--- config.mk ---
export PLATFORM = sky130hd
export DESIGN_NAME = ulin_uart
export DESIGN_NICKNAME = d
export VERILOG_FILES = /design/src/verilog/ulin_pkg.sv /design/src/verilog/ulin_fifo.sv /design/src/verilog/ulin_rx.sv /design/src/verilog/ulin_uart.sv
export SDC_FILE = /design/constraint.sdc
export NUM_CORES = 1
export LEC_CHECK = 0
export ABC_AREA = 1
export BUFFER_PORTS_ARGS = -buffer_cell sky130_fd_sc_hd__buf_4
export CAP_MARGIN = 20
export CORE_MARGIN = 2
export CORE_UTILIZATION = 30
export CTS_BUF_LIST = sky130_fd_sc_hd__clkbuf_8 sky130_fd_sc_hd__clkbuf_16
export CTS_CLUSTER_DIAMETER = 40
export CTS_CLUSTER_SIZE = 20
export DETAILED_ROUTE_END_ITERATION = 10
export RECOVER_POWER = 25
export SLEW_MARGIN = 10
export SYNTH_ARGS = -nofsm -noshare
export SYNTH_HDL_FRONTEND = slang
export SYNTH_HIERARCHICAL = 1
export SYNTH_SLANG_ARGS = --single-unit
--- constraint.sdc ---
create_clock -name clk -period 8.4 [get_ports clk]
set_clock_uncertainty 0.2 [all_clocks]
set_input_delay 0.42 -clock clk [delete_from_list [all_inputs] [get_ports clk]]
set_output_delay 0.42 -clock clk [all_outputs]
set_load 0.01 [all_outputs]
--- src/verilog/ulin_pkg.sv ---
package ulin_pkg;
   localparam int QDEPTH = 16;
   localparam int CW = $clog2(QDEPTH) + 1;
   localparam int RXW = 12;
   localparam int BRK_MIN_BITS = 13;
   localparam int RX_IDLE_BITS = 32;
   localparam logic [7:0] SYNC_BYTE = 8'h55;
   localparam logic [7:0] MASK_RST = 8'hFF;
   localparam logic [2:0] TRIG_RST = 3'h2;
   localparam int IRQ_N = 10;
   localparam int IRQ_OVR = 0;
   localparam int IRQ_BRK = 1;
   localparam int IRQ_PAR = 2;
   localparam int IRQ_FRM = 3;
   localparam int IRQ_TMO = 4;
   localparam int IRQ_RX = 5;
   localparam int IRQ_TX = 6;
   localparam int IRQ_SYNC1 = 7;
   localparam int IRQ_SYNC5 = 8;
   localparam int IRQ_ADDR = 9;
   localparam logic [IRQ_N-1:0] IRQ_ERR = 10'h00F;

   typedef struct packed {
      logic loopback;
      logic queue_en;
      logic lin_en;
      logic lin_master;
      logic [1:0] break_length_field;
      logic ninth_bit_mode_enable;
      logic par_en;
      logic sticky_odd;
      logic end_of_tx_mode;
      logic [2:0] tx_trigger_select;
      logic [2:0] rx_trigger_select;
      logic rx_dma_enable;
      logic tx_dma_enable;
      logic dma_stop_on_error;
      logic [7:0] station_addr;
      logic [7:0] station_mask;
      logic [IRQ_N-1:0] irq_mask;
   } ulin_ctrl_t;

   localparam ulin_ctrl_t CTRL_RST = '{tx_trigger_select: TRIG_RST,
      rx_trigger_select: TRIG_RST, station_mask: MASK_RST, default: '0};

   typedef struct packed {
      logic ovr;
      logic brk;
      logic par;
      logic frm;
      logic [7:0] data;
   } ulin_rx_entry_t;

   typedef struct packed {
      logic tx_queue_empty;
      logic tx_queue_full;
      logic rx_queue_empty;
      logic rx_queue_full;
      logic rx_overrun;
   } ulin_flags_t;

   // eighths of depth: 1/8, 1/4, 1/2, 3/4, 7/8
   function automatic logic [CW-1:0] ulin_trig_level(input logic [2:0] sel);
      int k;
      case (sel)
         3'h0: k = 1;
         3'h1: k = 2;
         3'h2: k = 4;
         3'h3: k = 6;
         default: k = 7;
      endcase
      return CW'(QDEPTH * k / 8);
   endfunction
endpackage

--- src/verilog/ulin_fifo.sv ---
`timescale 1ns/1ps
module ulin_fifo import ulin_pkg::*; #(
   parameter int W = 8,
   parameter int DEPTH = QDEPTH,
   localparam int AW = $clog2(DEPTH)
) (
   // clock and reset
   input wire logic clk,
   input wire logic rst_n,
   // depth select: low keeps one entry only
   input wire logic deep,
   // fill side
   input wire logic push,
   input wire logic [W-1:0] din,
   // drain side
   input wire logic pop,
   output logic [W-1:0] dout,
   // status
   output logic [AW:0] count,
   output logic empty,
   output logic full
);
   logic [W-1:0] mem_q [DEPTH];
   logic [AW-1:0] wr_q, wr_d, rd_q, rd_d;
   logic [AW:0] cnt_q, cnt_d, lim;
   logic push_ok, pop_ok;

   assign lim = deep ? (AW+1)'(DEPTH) : (AW+1)'(1);
   assign empty = (cnt_q == '0);
   assign full = (cnt_q >= lim);
   assign count = cnt_q;
   assign dout = mem_q[rd_q];

   always_comb begin
      push_ok = push && !full;
      pop_ok = pop && !empty;
      wr_d = push_ok ? wr_q + 1'b1 : wr_q;
      rd_d = pop_ok ? rd_q + 1'b1 : rd_q;
      cnt_d = cnt_q + (AW+1)'(push_ok) - (AW+1)'(pop_ok);
   end

   always_ff @(posedge clk or negedge rst_n) begin
      if (!rst_n) begin
         wr_q <= '0;
         rd_q <= '0;
         cnt_q <= '0;
      end else begin
         wr_q <= wr_d;
         rd_q <= rd_d;
         cnt_q <= cnt_d;
      end
   end

   always_ff @(posedge clk) begin
      if (push_ok) begin
         mem_q[wr_q] <= din;
      end
   end
endmodule

--- src/verilog/ulin_rx.sv ---
`timescale 1ns/1ps
module ulin_rx import ulin_pkg::*; (
   // clock and reset
   input wire logic clk,
   input wire logic rst_n,
   // one strobe per bit period
   input wire logic bit_tick,
   input wire logic rxd,
   // format
   input wire logic nine_en,
   input wire logic par_en,
   // received character, valid for one cycle
   output logic valid_q,
   output logic [7:0] data_q,
   output logic bit9_q,
   output logic par_err_q,
   output logic frm_err_q,
   output logic brk_q
);
   typedef enum logic [1:0] {RX_IDLE, RX_DATA, RX_NINTH, RX_STOP} ulin_rx_st_t;
   ulin_rx_st_t st_q, st_d;
   logic [7:0] sh_q, sh_d;
   logic [2:0] cnt_q, cnt_d;
   logic b9_q, b9_d, valid_d, par_d, frm_d, brk_d;

   always_comb begin
      st_d = st_q;
      sh_d = sh_q;
      cnt_d = cnt_q;
      b9_d = b9_q;
      valid_d = 1'b0;
      par_d = par_err_q;
      frm_d = frm_err_q;
      brk_d = brk_q;
      if (bit_tick) begin
         case (st_q)
            RX_IDLE: if (!rxd) begin
               st_d = RX_DATA;
               cnt_d = 3'h0;
               b9_d = 1'b0;
            end
            RX_DATA: begin
               sh_d = {rxd, sh_q[7:1]};
               cnt_d = cnt_q + 3'h1;
               if (cnt_q == 3'h7) begin
                  st_d = (nine_en || par_en) ? RX_NINTH : RX_STOP;
               end
            end
            RX_NINTH: begin
               b9_d = rxd;
               st_d = RX_STOP;
            end
            RX_STOP: begin
               valid_d = 1'b1;
               frm_d = !rxd;
               brk_d = !rxd && (sh_q == 8'h00) && !b9_q;
               par_d = par_en && !nine_en && (^sh_q != b9_q);
               st_d = RX_IDLE;
            end
            default: st_d = RX_IDLE;
         endcase
      end
   end

   always_ff @(posedge clk or negedge rst_n) begin
      if (!rst_n) begin
         st_q <= RX_IDLE;
         sh_q <= 8'h00;
         cnt_q <= 3'h0;
         b9_q <= 1'b0;
         valid_q <= 1'b0;
         par_err_q <= 1'b0;
         frm_err_q <= 1'b0;
         brk_q <= 1'b0;
      end else begin
         st_q <= st_d;
         sh_q <= sh_d;
         cnt_q <= cnt_d;
         b9_q <= b9_d;
         valid_q <= valid_d;
         par_err_q <= par_d;
         frm_err_q <= frm_d;
         brk_q <= brk_d;
      end
   end

   assign data_q = sh_q;
   assign bit9_q = b9_q;
endmodule

--- src/verilog/ulin_uart.sv ---
`timescale 1ns/1ps
module ulin_uart import ulin_pkg::*; #(
   parameter int TIMER_W = 32
) (
   // clock and reset
   input wire logic clk,
   input wire logic rst_b,
   // one strobe per bit period from the baud generator
   input wire logic bit_tick,
   // serial line
   input wire logic serial_in,
   output logic serial_out_q,
   // configuration, loaded while cfg_wr is high
   input wire logic cfg_wr,
   input wire ulin_ctrl_t cfg_data,
   // data port
   input wire logic tx_wr,
   input wire logic [7:0] tx_wdata,
   input wire logic rx_rd,
   output ulin_rx_entry_t rx_rdata_q,
   // status and interrupts
   input wire logic [IRQ_N-1:0] irq_clear,
   output ulin_flags_t flags_q,
   output logic [IRQ_N-1:0] irq_raw_q,
   output logic [IRQ_N-1:0] irq_masked_q,
   output logic irq_q,
   output logic [7:0] addr_range_q,
   // sync field timing
   output logic [TIMER_W-1:0] sync_snapshot_q,
   output logic [TIMER_W-1:0] sync_timer_q,
   // dma requests
   output logic rx_dma_single_q,
   output logic rx_dma_burst_q,
   output logic tx_dma_single_q,
   output logic tx_dma_burst_q
);
   typedef enum logic [2:0] {TX_IDLE, TX_BRK, TX_DATA, TX_NINTH, TX_STOP} ulin_tx_st_t;
   typedef enum logic {LIN_HUNT, LIN_EDGES} ulin_lin_st_t;

   logic [1:0] rst_sync_q;
   logic rst_n;
   ulin_ctrl_t ctrl_q, ctrl_d;
   ulin_tx_st_t tx_st_q, tx_st_d;
   ulin_lin_st_t lin_st_q, lin_st_d;
   logic [7:0] sh_q, sh_d;
   logic [4:0] bcnt_q, bcnt_d, brk_bits;
   logic par_q, par_d, brk_due_q, brk_due_d, out_d, tx_pop, eot_ev;
   logic [7:0] tx_head;
   logic [CW-1:0] tx_cnt, rx_cnt, tx_lvl, rx_lvl;
   logic tx_empty, tx_full, rx_empty, rx_full;
   logic rx_line, rx_valid, rx_bit9, rx_par, rx_frm, rx_brk, rx_push;
   logic [7:0] rx_data;
   logic [RXW-1:0] rx_head;
   ulin_rx_entry_t rx_entry, rdata_d;
   logic addr_ok_q, addr_ok_d, ovr_pend_q, ovr_pend_d, addr_hit;
   logic [5:0] tmo_q, tmo_d;
   logic [3:0] low_q, low_d;
   logic [2:0] edge_q, edge_d;
   logic rx_prev_q, fall, slave;
   logic [TIMER_W-1:0] timer_d, snap_d;
   logic rx_lvl_q, tx_lvl_q, rx_lvl_now, tx_lvl_now, dma_blk;
   logic [IRQ_N-1:0] ev, raw_d;

   // release reset through two flops
   always_ff @(posedge clk or negedge rst_b) begin
      if (!rst_b) begin
         rst_sync_q <= 2'h0;
      end else begin
         rst_sync_q <= {rst_sync_q[0], 1'b1};
      end
   end
   assign rst_n = rst_sync_q[1];

   always_comb begin
      ctrl_d = cfg_wr ? cfg_data : ctrl_q;
   end

   assign tx_lvl = ulin_trig_level(ctrl_q.tx_trigger_select);
   assign rx_lvl = ulin_trig_level(ctrl_q.rx_trigger_select);
   assign brk_bits = 5'(BRK_MIN_BITS) + {3'h0, ctrl_q.break_length_field};
   assign rx_line = ctrl_q.loopback ? serial_out_q : serial_in;
   assign slave = ctrl_q.lin_en && !ctrl_q.lin_master;

   // queues stay one deep until queue_enable is set
   ulin_fifo #(.W(8), .DEPTH(QDEPTH)) u_txq (
      .clk(clk), .rst_n(rst_n), .deep(ctrl_q.queue_en),
      .push(tx_wr), .din(tx_wdata), .pop(tx_pop), .dout(tx_head),
      .count(tx_cnt), .empty(tx_empty), .full(tx_full));

   ulin_fifo #(.W(RXW), .DEPTH(QDEPTH)) u_rxq (
      .clk(clk), .rst_n(rst_n), .deep(ctrl_q.queue_en),
      .push(rx_push), .din(rx_entry), .pop(rx_rd), .dout(rx_head),
      .count(rx_cnt), .empty(rx_empty), .full(rx_full));

   ulin_rx u_rx (
      .clk(clk), .rst_n(rst_n), .bit_tick(bit_tick), .rxd(rx_line),
      .nine_en(ctrl_q.ninth_bit_mode_enable), .par_en(ctrl_q.par_en),
      .valid_q(rx_valid), .data_q(rx_data), .bit9_q(rx_bit9),
      .par_err_q(rx_par), .frm_err_q(rx_frm), .brk_q(rx_brk));

   // transmitter; the sync byte and identifier come from the queue like any data
   always_comb begin
      tx_st_d = tx_st_q;
      sh_d = sh_q;
      bcnt_d = bcnt_q;
      out_d = serial_out_q;
      par_d = par_q;
      brk_due_d = brk_due_q;
      tx_pop = 1'b0;
      eot_ev = 1'b0;
      if (tx_st_q == TX_IDLE && tx_empty) begin
         brk_due_d = 1'b1;
      end
      if (bit_tick) begin
         case (tx_st_q)
            TX_IDLE: if (!tx_empty) begin
               out_d = 1'b0;
               bcnt_d = 5'h0;
               if (ctrl_q.lin_en && ctrl_q.lin_master && brk_due_q) begin
                  tx_st_d = TX_BRK;
                  bcnt_d = 5'h1;
               end else begin
                  tx_pop = 1'b1;
                  sh_d = tx_head;
                  par_d = ^tx_head;
                  tx_st_d = TX_DATA;
               end
            end
            TX_BRK: begin
               if (bcnt_q == brk_bits) begin
                  out_d = 1'b1;
                  brk_due_d = 1'b0;
                  tx_st_d = TX_IDLE;
               end else begin
                  bcnt_d = bcnt_q + 5'h1;
               end
            end
            TX_DATA: begin
               out_d = sh_q[0];
               sh_d = {1'b0, sh_q[7:1]};
               bcnt_d = bcnt_q + 5'h1;
               if (bcnt_q == 5'h7) begin
                  tx_st_d = (ctrl_q.ninth_bit_mode_enable || ctrl_q.par_en) ? TX_NINTH : TX_STOP;
               end
            end
            TX_NINTH: begin
               // address bytes only by forcing sticky odd parity
               out_d = ctrl_q.ninth_bit_mode_enable ? ctrl_q.sticky_odd : par_q;
               tx_st_d = TX_STOP;
            end
            TX_STOP: begin
               out_d = 1'b1;
               tx_st_d = TX_IDLE;
               eot_ev = tx_empty;
            end
            default: tx_st_d = TX_IDLE;
         endcase
      end
   end

   always_ff @(posedge clk or negedge rst_n) begin
      if (!rst_n) begin
         ctrl_q <= CTRL_RST;
         tx_st_q <= TX_IDLE;
         sh_q <= 8'h00;
         bcnt_q <= 5'h0;
         par_q <= 1'b0;
         brk_due_q <= 1'b1;
         serial_out_q <= 1'b1;
      end else begin
         ctrl_q <= ctrl_d;
         tx_st_q <= tx_st_d;
         sh_q <= sh_d;
         bcnt_q <= bcnt_d;
         par_q <= par_d;
         brk_due_q <= brk_due_d;
         serial_out_q <= out_d;
      end
   end

   // receive side: address filter, overrun, timeout, sync field timing
   assign fall = rx_prev_q && !rx_line;
   assign addr_hit = (rx_data & ctrl_q.station_mask) == addr_range_q;

   always_comb begin
      addr_ok_d = addr_ok_q;
      ovr_pend_d = ovr_pend_q;
      rx_push = 1'b0;
      ev = '0;
      rx_entry = '{ovr_pend_q, rx_brk, rx_par, rx_frm, rx_data};
      if (rx_valid) begin
         ev[IRQ_BRK] = rx_brk;
         ev[IRQ_PAR] = rx_par;
         ev[IRQ_FRM] = rx_frm;
         if (ctrl_q.ninth_bit_mode_enable && rx_bit9) begin
            addr_ok_d = addr_hit;
            ev[IRQ_ADDR] = addr_hit;
         end else if (!ctrl_q.ninth_bit_mode_enable || addr_ok_q) begin
            if (rx_full) begin
               ev[IRQ_OVR] = 1'b1;
               ovr_pend_d = 1'b1;
            end else begin
               rx_push = 1'b1;
               ovr_pend_d = 1'b0;
            end
         end
      end
      tmo_d = tmo_q;
      if (rx_empty || rx_valid) begin
         tmo_d = 6'h0;
      end else if (bit_tick && tmo_q != 6'(RX_IDLE_BITS)) begin
         tmo_d = tmo_q + 6'h1;
         ev[IRQ_TMO] = (tmo_q == 6'(RX_IDLE_BITS - 1));
      end
      rx_lvl_now = (rx_cnt >= rx_lvl);
      tx_lvl_now = (tx_cnt < tx_lvl);
      ev[IRQ_RX] = rx_lvl_now && !rx_lvl_q;
      ev[IRQ_TX] = ctrl_q.end_of_tx_mode ? eot_ev : (tx_lvl_now && !tx_lvl_q);
      // bus slave sync: timer, break hunt, edge capture
      timer_d = slave ? sync_timer_q + 1'b1 : '0;
      snap_d = sync_snapshot_q;
      lin_st_d = lin_st_q;
      edge_d = edge_q;
      low_d = low_q;
      if (bit_tick) begin
         low_d = rx_line ? 4'h0 : (low_q == 4'hF ? low_q : low_q + 4'h1);
      end
      case (lin_st_q)
         LIN_HUNT: if (slave && rx_line && low_q >= 4'(BRK_MIN_BITS)) begin
            lin_st_d = LIN_EDGES;
            edge_d = 3'h0;
         end
         LIN_EDGES: if (!slave) begin
            lin_st_d = LIN_HUNT;
         end else if (fall) begin
            edge_d = edge_q + 3'h1;
            if (edge_q == 3'h0) begin
               snap_d = sync_timer_q;
               ev[IRQ_SYNC1] = 1'b1;
            end else if (edge_q == 3'h4) begin
               snap_d = sync_timer_q;
               ev[IRQ_SYNC5] = 1'b1;
               lin_st_d = LIN_HUNT;
            end
         end
         default: lin_st_d = LIN_HUNT;
      endcase
      // a new event wins over a clear in the same cycle
      raw_d = (irq_raw_q & ~irq_clear) | ev;
      if (rx_empty && !ev[IRQ_TMO]) begin
         raw_d[IRQ_TMO] = 1'b0;
      end
      rdata_d = (rx_rd && !rx_empty) ? ulin_rx_entry_t'(rx_head) : rx_rdata_q;
      dma_blk = ctrl_q.dma_stop_on_error && |(irq_raw_q & IRQ_ERR);
   end

   always_ff @(posedge clk or negedge rst_n) begin
      if (!rst_n) begin
         addr_ok_q <= 1'b0;
         ovr_pend_q <= 1'b0;
         tmo_q <= 6'h0;
         lin_st_q <= LIN_HUNT;
         edge_q <= 3'h0;
         low_q <= 4'h0;
         rx_prev_q <= 1'b1;
         rx_lvl_q <= 1'b0;
         tx_lvl_q <= 1'b1; // an empty queue already sits below any level
         sync_timer_q <= '0;
         sync_snapshot_q <= '0;
         irq_raw_q <= '0;
         irq_masked_q <= '0;
         irq_q <= 1'b0;
         rx_rdata_q <= '0;
         flags_q <= '0;
         addr_range_q <= 8'h00;
         rx_dma_single_q <= 1'b0;
         rx_dma_burst_q <= 1'b0;
         tx_dma_single_q <= 1'b0;
         tx_dma_burst_q <= 1'b0;
      end else begin
         addr_ok_q <= addr_ok_d;
         ovr_pend_q <= ovr_pend_d;
         tmo_q <= tmo_d;
         lin_st_q <= lin_st_d;
         edge_q <= edge_d;
         low_q <= low_d;
         rx_prev_q <= rx_line;
         rx_lvl_q <= rx_lvl_now;
         tx_lvl_q <= tx_lvl_now;
         sync_timer_q <= timer_d;
         sync_snapshot_q <= snap_d;
         irq_raw_q <= raw_d;
         irq_masked_q <= raw_d & ctrl_q.irq_mask;
         irq_q <= |(raw_d & ctrl_q.irq_mask);
         rx_rdata_q <= rdata_d;
         flags_q <= '{tx_queue_empty: tx_empty, tx_queue_full: tx_full,
            rx_queue_empty: rx_empty, rx_queue_full: rx_full,
            rx_overrun: irq_raw_q[IRQ_OVR]};
         addr_range_q <= ctrl_q.station_addr & ctrl_q.station_mask;
         rx_dma_single_q <= ctrl_q.rx_dma_enable && !rx_empty && !dma_blk;
         rx_dma_burst_q <= ctrl_q.rx_dma_enable && rx_lvl_now && !dma_blk;
         tx_dma_single_q <= ctrl_q.tx_dma_enable && !tx_full;
         tx_dma_burst_q <= ctrl_q.tx_dma_enable && tx_lvl_now;
      end
   end
endmodule
==> key figures <==
Run status
  • Run status: complete, but fails checks
  • Violated checks: capacitance limit, slew limit

Global routing
  • Wire length of the first global-routing pass: 98.2 mm
  • Total overflow reported by the global router: 0
  • Number of antenna violations at the first check in global routing: 1
  • All-Layer GR Usage: 14.8%
  • Number of global-route vias before repair: 17,200
  • Maximum number of pins on one net before global-route repair: 163

STA
  • Final count of negative-setup-slack endpoints: 0
  • Max transition margin: -110%
  • Time the worst path needs with I/O delays and setup: 3630 ps
  • Fraction of the cycle the final worst path needs: 43.2%
  • Unrepaired setup endpoints after global routing: no
  • Final Max Tran Viols: 99
  • Aggregate negative setup slack: 0 ps
  • Measured slew at the worst slew-check pin: 3150 ps
  • Final hold vios: 0
  • Worst Hold Slack: 143 ps
  • Max Fclk: 0.276 GHz
  • Final Worst Setup Slack: 4770 ps

Drt
  • Total length of routed wires: 62.7 mm
  • Count of routing violations after the opening detailed-route iteration: 1,112
  • Routed wirelength normalized by instance count: 16.5 um
  • DRC: 0
  • Via Count: 17,400
  • Total length of routed met2 wires: 29.8 mm
  • Number of detailed-route iterations in the first pass: 6
  • DRT antenna net count: 0
  • Routed length on met3: 2.88 mm
  • Wire length the detailed router placed on met1: 27.5 mm
  • Highest metal layer used by the detailed router: met5
  • Detailed-route vias per instance: 4.58

Worst setup path
  • Worst Reg-to-Reg Cells: 15
  • Cells traversed along the worst timing path: inv_1 > ha_1 > or2_2 > nand2_1 > inv_1 > nor2_1 > nand2_4 > ha_1 > inv_1 > ha_1 > inv_1 > fa_1 > o21ai_0 > a21oi_1 > xor2_1
  • Max FO, Critical Path: 16
  • Count of cell instances traversed by the critical path: 15
  • Gate family responsible for the most delay along the worst path: adder cells
  • Type of element capturing the critical path: register
  • Critical path type: register to register
  • Number of buffer and inverter stages on the critical path: 4
  • Worst path max stage delay: 400 ps
  • Slowest stage cell on the critical path: sky130_fd_sc_hd__fa_1
  • Worst Path Arrival: 3940 ps
  • Most frequent cell on the critical path: sky130_fd_sc_hd__inv_1
  • Sort of element at the start of the critical path: register
  • Critical path data required time: 8720 ps

Layout
  • Top library cells by usage in the layout, fill and taps aside: 559 x sky130_fd_sc_hd__nand2_1, 320 x sky130_fd_sc_hd__edfxtp_1, 248 x sky130_fd_sc_hd__nor2_1
  • Filler cell count in the final layout: 7,981
  • Share of final-layout standard cells stronger than drive strength 1: 17.8%
  • Nets@finish: 2,767
  • Area grow syn2layout: 26.2%
  • Final antenna diode count: 0
  • Final standard cell area without fillers: 0.0313 mm2
  • Most common library cell in the layout ignoring fill and taps: sky130_fd_sc_hd__nand2_1

Clock network
  • # clock sinks: 563
  • CTS tree: done
  • CTS H-Tree Depth: 3
  • Cts bufs inserted: 93
  • Reg clk slew, reported paths: 50 ps
  • CTS Buffer Depth: 3
  • Worst skew pair latency: 660 ps
  • Buffers inserted during post-CTS setup optimization: 0
  • Clock root buffer master: sky130_fd_sc_hd__clkbuf_16

Min path
  • Min-Delay Path Depth: 3
  • Hold Crit Class: input pin to register

Flow run
  • Total of max-cap violations: 2

Logic synthesis
  • Post-Syn Nets: 2,483
  • Count of yosys warnings during synthesis: 6
  • Unique masters post-synth: 61
  • Synthesized flop and latch total: 563
  • Share of the yosys chip area belonging to registers: 63.4%
  • Mean post-synth cell area: 10.5 um2
  • Post-synth design cell area: 0.0248 mm2
  • Post-Synthesis Cells: 2,356

Placement
  • Quantity of I/O buffers inserted on ports: 184
  • Post-detail-place hpwl: 40.2 mm
  • Placed Instance Area: 0.0271 mm2
  • Weighted congestion at the end of routability-driven global placement: 0.847
  • Post-place setup slack: 4790 ps

Power
  • Leakage power: 13.2 nW
  • Net Sw Power: 3.54 mW
  • Sequential Power Share: 35.4%
  • Peak supply drop: 234 uV
  • Clock group share of total power: 39.2%
  • Areal power density over the cells: 335 mW/mm2
  • Sw Share: 33.8%
  • Total internal power: 6.95 mW
  • Combinational share of power: 25.4%

Floorplan
  • Num rows: 105
  • Die Span X: 291 um
  • DIE AREA: 0.0849 mm2
  • Io pins: 185
  • Effective utilization at floorplan: 30.2%
  • Core Area: 0.0820 mm2
  • Die H: 291 um
==> flip-flops by register name, indices dropped and copies added (netlist names), 5 cells and up <==
signal           count
u_rxq/count          5
bcnt_q               5
sync_snapshot_q     32
tmo_q                6
ctrl_q              45
irq_masked_q        10
u_txq/mem_q        128
u_rx/data_q          8
addr_range_q         8
rx_rdata_q          12
sh_q                 8
irq_raw_q           10
sync_timer_q        32
flags_q              5
u_txq/count          5
u_rxq/mem_q        192
==> power groups by stage <==
stage | registers (mW) | logic (mW) | clock network, mW
3_5_place_dp | 3.77 | 2.66 | 0
3_3_place_gp | 3.76 | 2.62 | 0
4_1_cts | 3.72 | 2.70 | 4.19
2_1_floorplan | 3.62 | 1.93 | 0
5_1_grt | 3.77 | 3.02 | 4.31
6_report | 3.71 | 2.66 | 4.12
==> path summary, 6_finish.rpt <==
path,startpoint,to,slack (ps)
max in group asynchronous,rst_sync_q[1],ctrl_q[12],5410
worst min register to register,rst_sync_q[0],rst_sync_q[1],160
worst max-delay path,ctrl_q[43],u_rxq/count[4],4770
min in group asynchronous,rst_b,rst_sync_q[1],470
worst min-delay path,serial_in,rx_prev_q,140
worst max register to register,ctrl_q[43],u_rxq/count[4],4770
==> cell families after synthesis <==
group	after synthesis	share of synthesized area, %
buf+inv	320	5.59
fa+ha+maj	57	2.94
simple gates	1036	17.7
other cells	1	0.0151
flops	563	63.4
xor+xnor	33	1.17
mux	58	2.63
compound gates	288	6.62
==> per-stage QoR <==
step | instances | total power, mW | utilization (%)
final | 3791 | 10.5 | 38.2
after global routing | 3791 | 11.1 | 38.2
after CTS | 3786 | 10.6 | 38.2
after floorplan | 2356 | 5.55 | -
after global placement | 3542 | 6.39 | 33.1
after detailed placement | 3543 | 6.43 | 33.1
==> final cells by class <==
type | count | area (um2) | share of cell area [%]
Tap cell | 1070 | 1340 | 4.28
Inverter | 243 | 913 | 2.92
Clock inverter | 69 | 925 | 2.95
Sequential cell | 563 | 15700 | 50.2
Multi-Input combinational cell | 1473 | 7690 | 24.6
Timing Repair Buffer | 266 | 2140 | 6.85
Clock buffer | 107 | 2560 | 8.20
==> metal layers <==
layer,vias up,GRT usage (%)
met4,2,6.55
met2,447,24.0
met3,132,2.44
met1,8304,19.4
met5,-,0
li1,8468,-
==> worst reg2reg max path, stage by stage, from the launching register on <==
cell                      delay [ps]
sky130_fd_sc_hd__dfrtp_1         360
sky130_fd_sc_hd__inv_1            70
sky130_fd_sc_hd__ha_1            280
sky130_fd_sc_hd__or2_2           290
sky130_fd_sc_hd__nand2_1         230
sky130_fd_sc_hd__inv_1           110
sky130_fd_sc_hd__nor2_1          350
sky130_fd_sc_hd__nand2_4         210
sky130_fd_sc_hd__ha_1            330
sky130_fd_sc_hd__inv_1            60
sky130_fd_sc_hd__ha_1            170
sky130_fd_sc_hd__inv_1            60
sky130_fd_sc_hd__fa_1            400
sky130_fd_sc_hd__o21ai_0         170
sky130_fd_sc_hd__a21oi_1          90
sky130_fd_sc_hd__xor2_1          140
==> synth_stat cells (all sizes together) <==
master	number	area (um2)
a211oi	3	35.0
a21boi	1	7.51
a21o	1	7.51
a21oi	69	357
a2bb2oi	1	8.76
a31oi	3	25.0
a41oi	2	17.5
buf	53	350
clkbuf	24	123
clkinv	3	12.5
conb	1	3.75
dfrtp	229	5730
dfstp	14	368
edfxtp	320	9610
fa	2	40.0
ha	55	688
inv	240	901
mux2	58	653
nand2	572	2210
nand3	148	763
nand3b	2	15.0
nand4	19	119
nor2	261	1050
nor3	24	148
nor3b	3	27.5
nor4	5	37.5
o2111ai	2	17.5
o211ai	32	240
o21a	2	15.0
o21ai	169	887
o21bai	1	7.51
o22a	1	8.76
o31ai	1	7.51
or2	2	12.5
xnor2	7	61.3
xor2	26	228
==> what timing repair did <==
| item | 4_1_cts | 5_1_grt |
|---|---|---|
| hold buffers | 67 | 0 |
| resized for setup | 0 | 0 |
| endpoints found under the hold margin | 197 | 0 |
(Power assumes the default switching activity.)
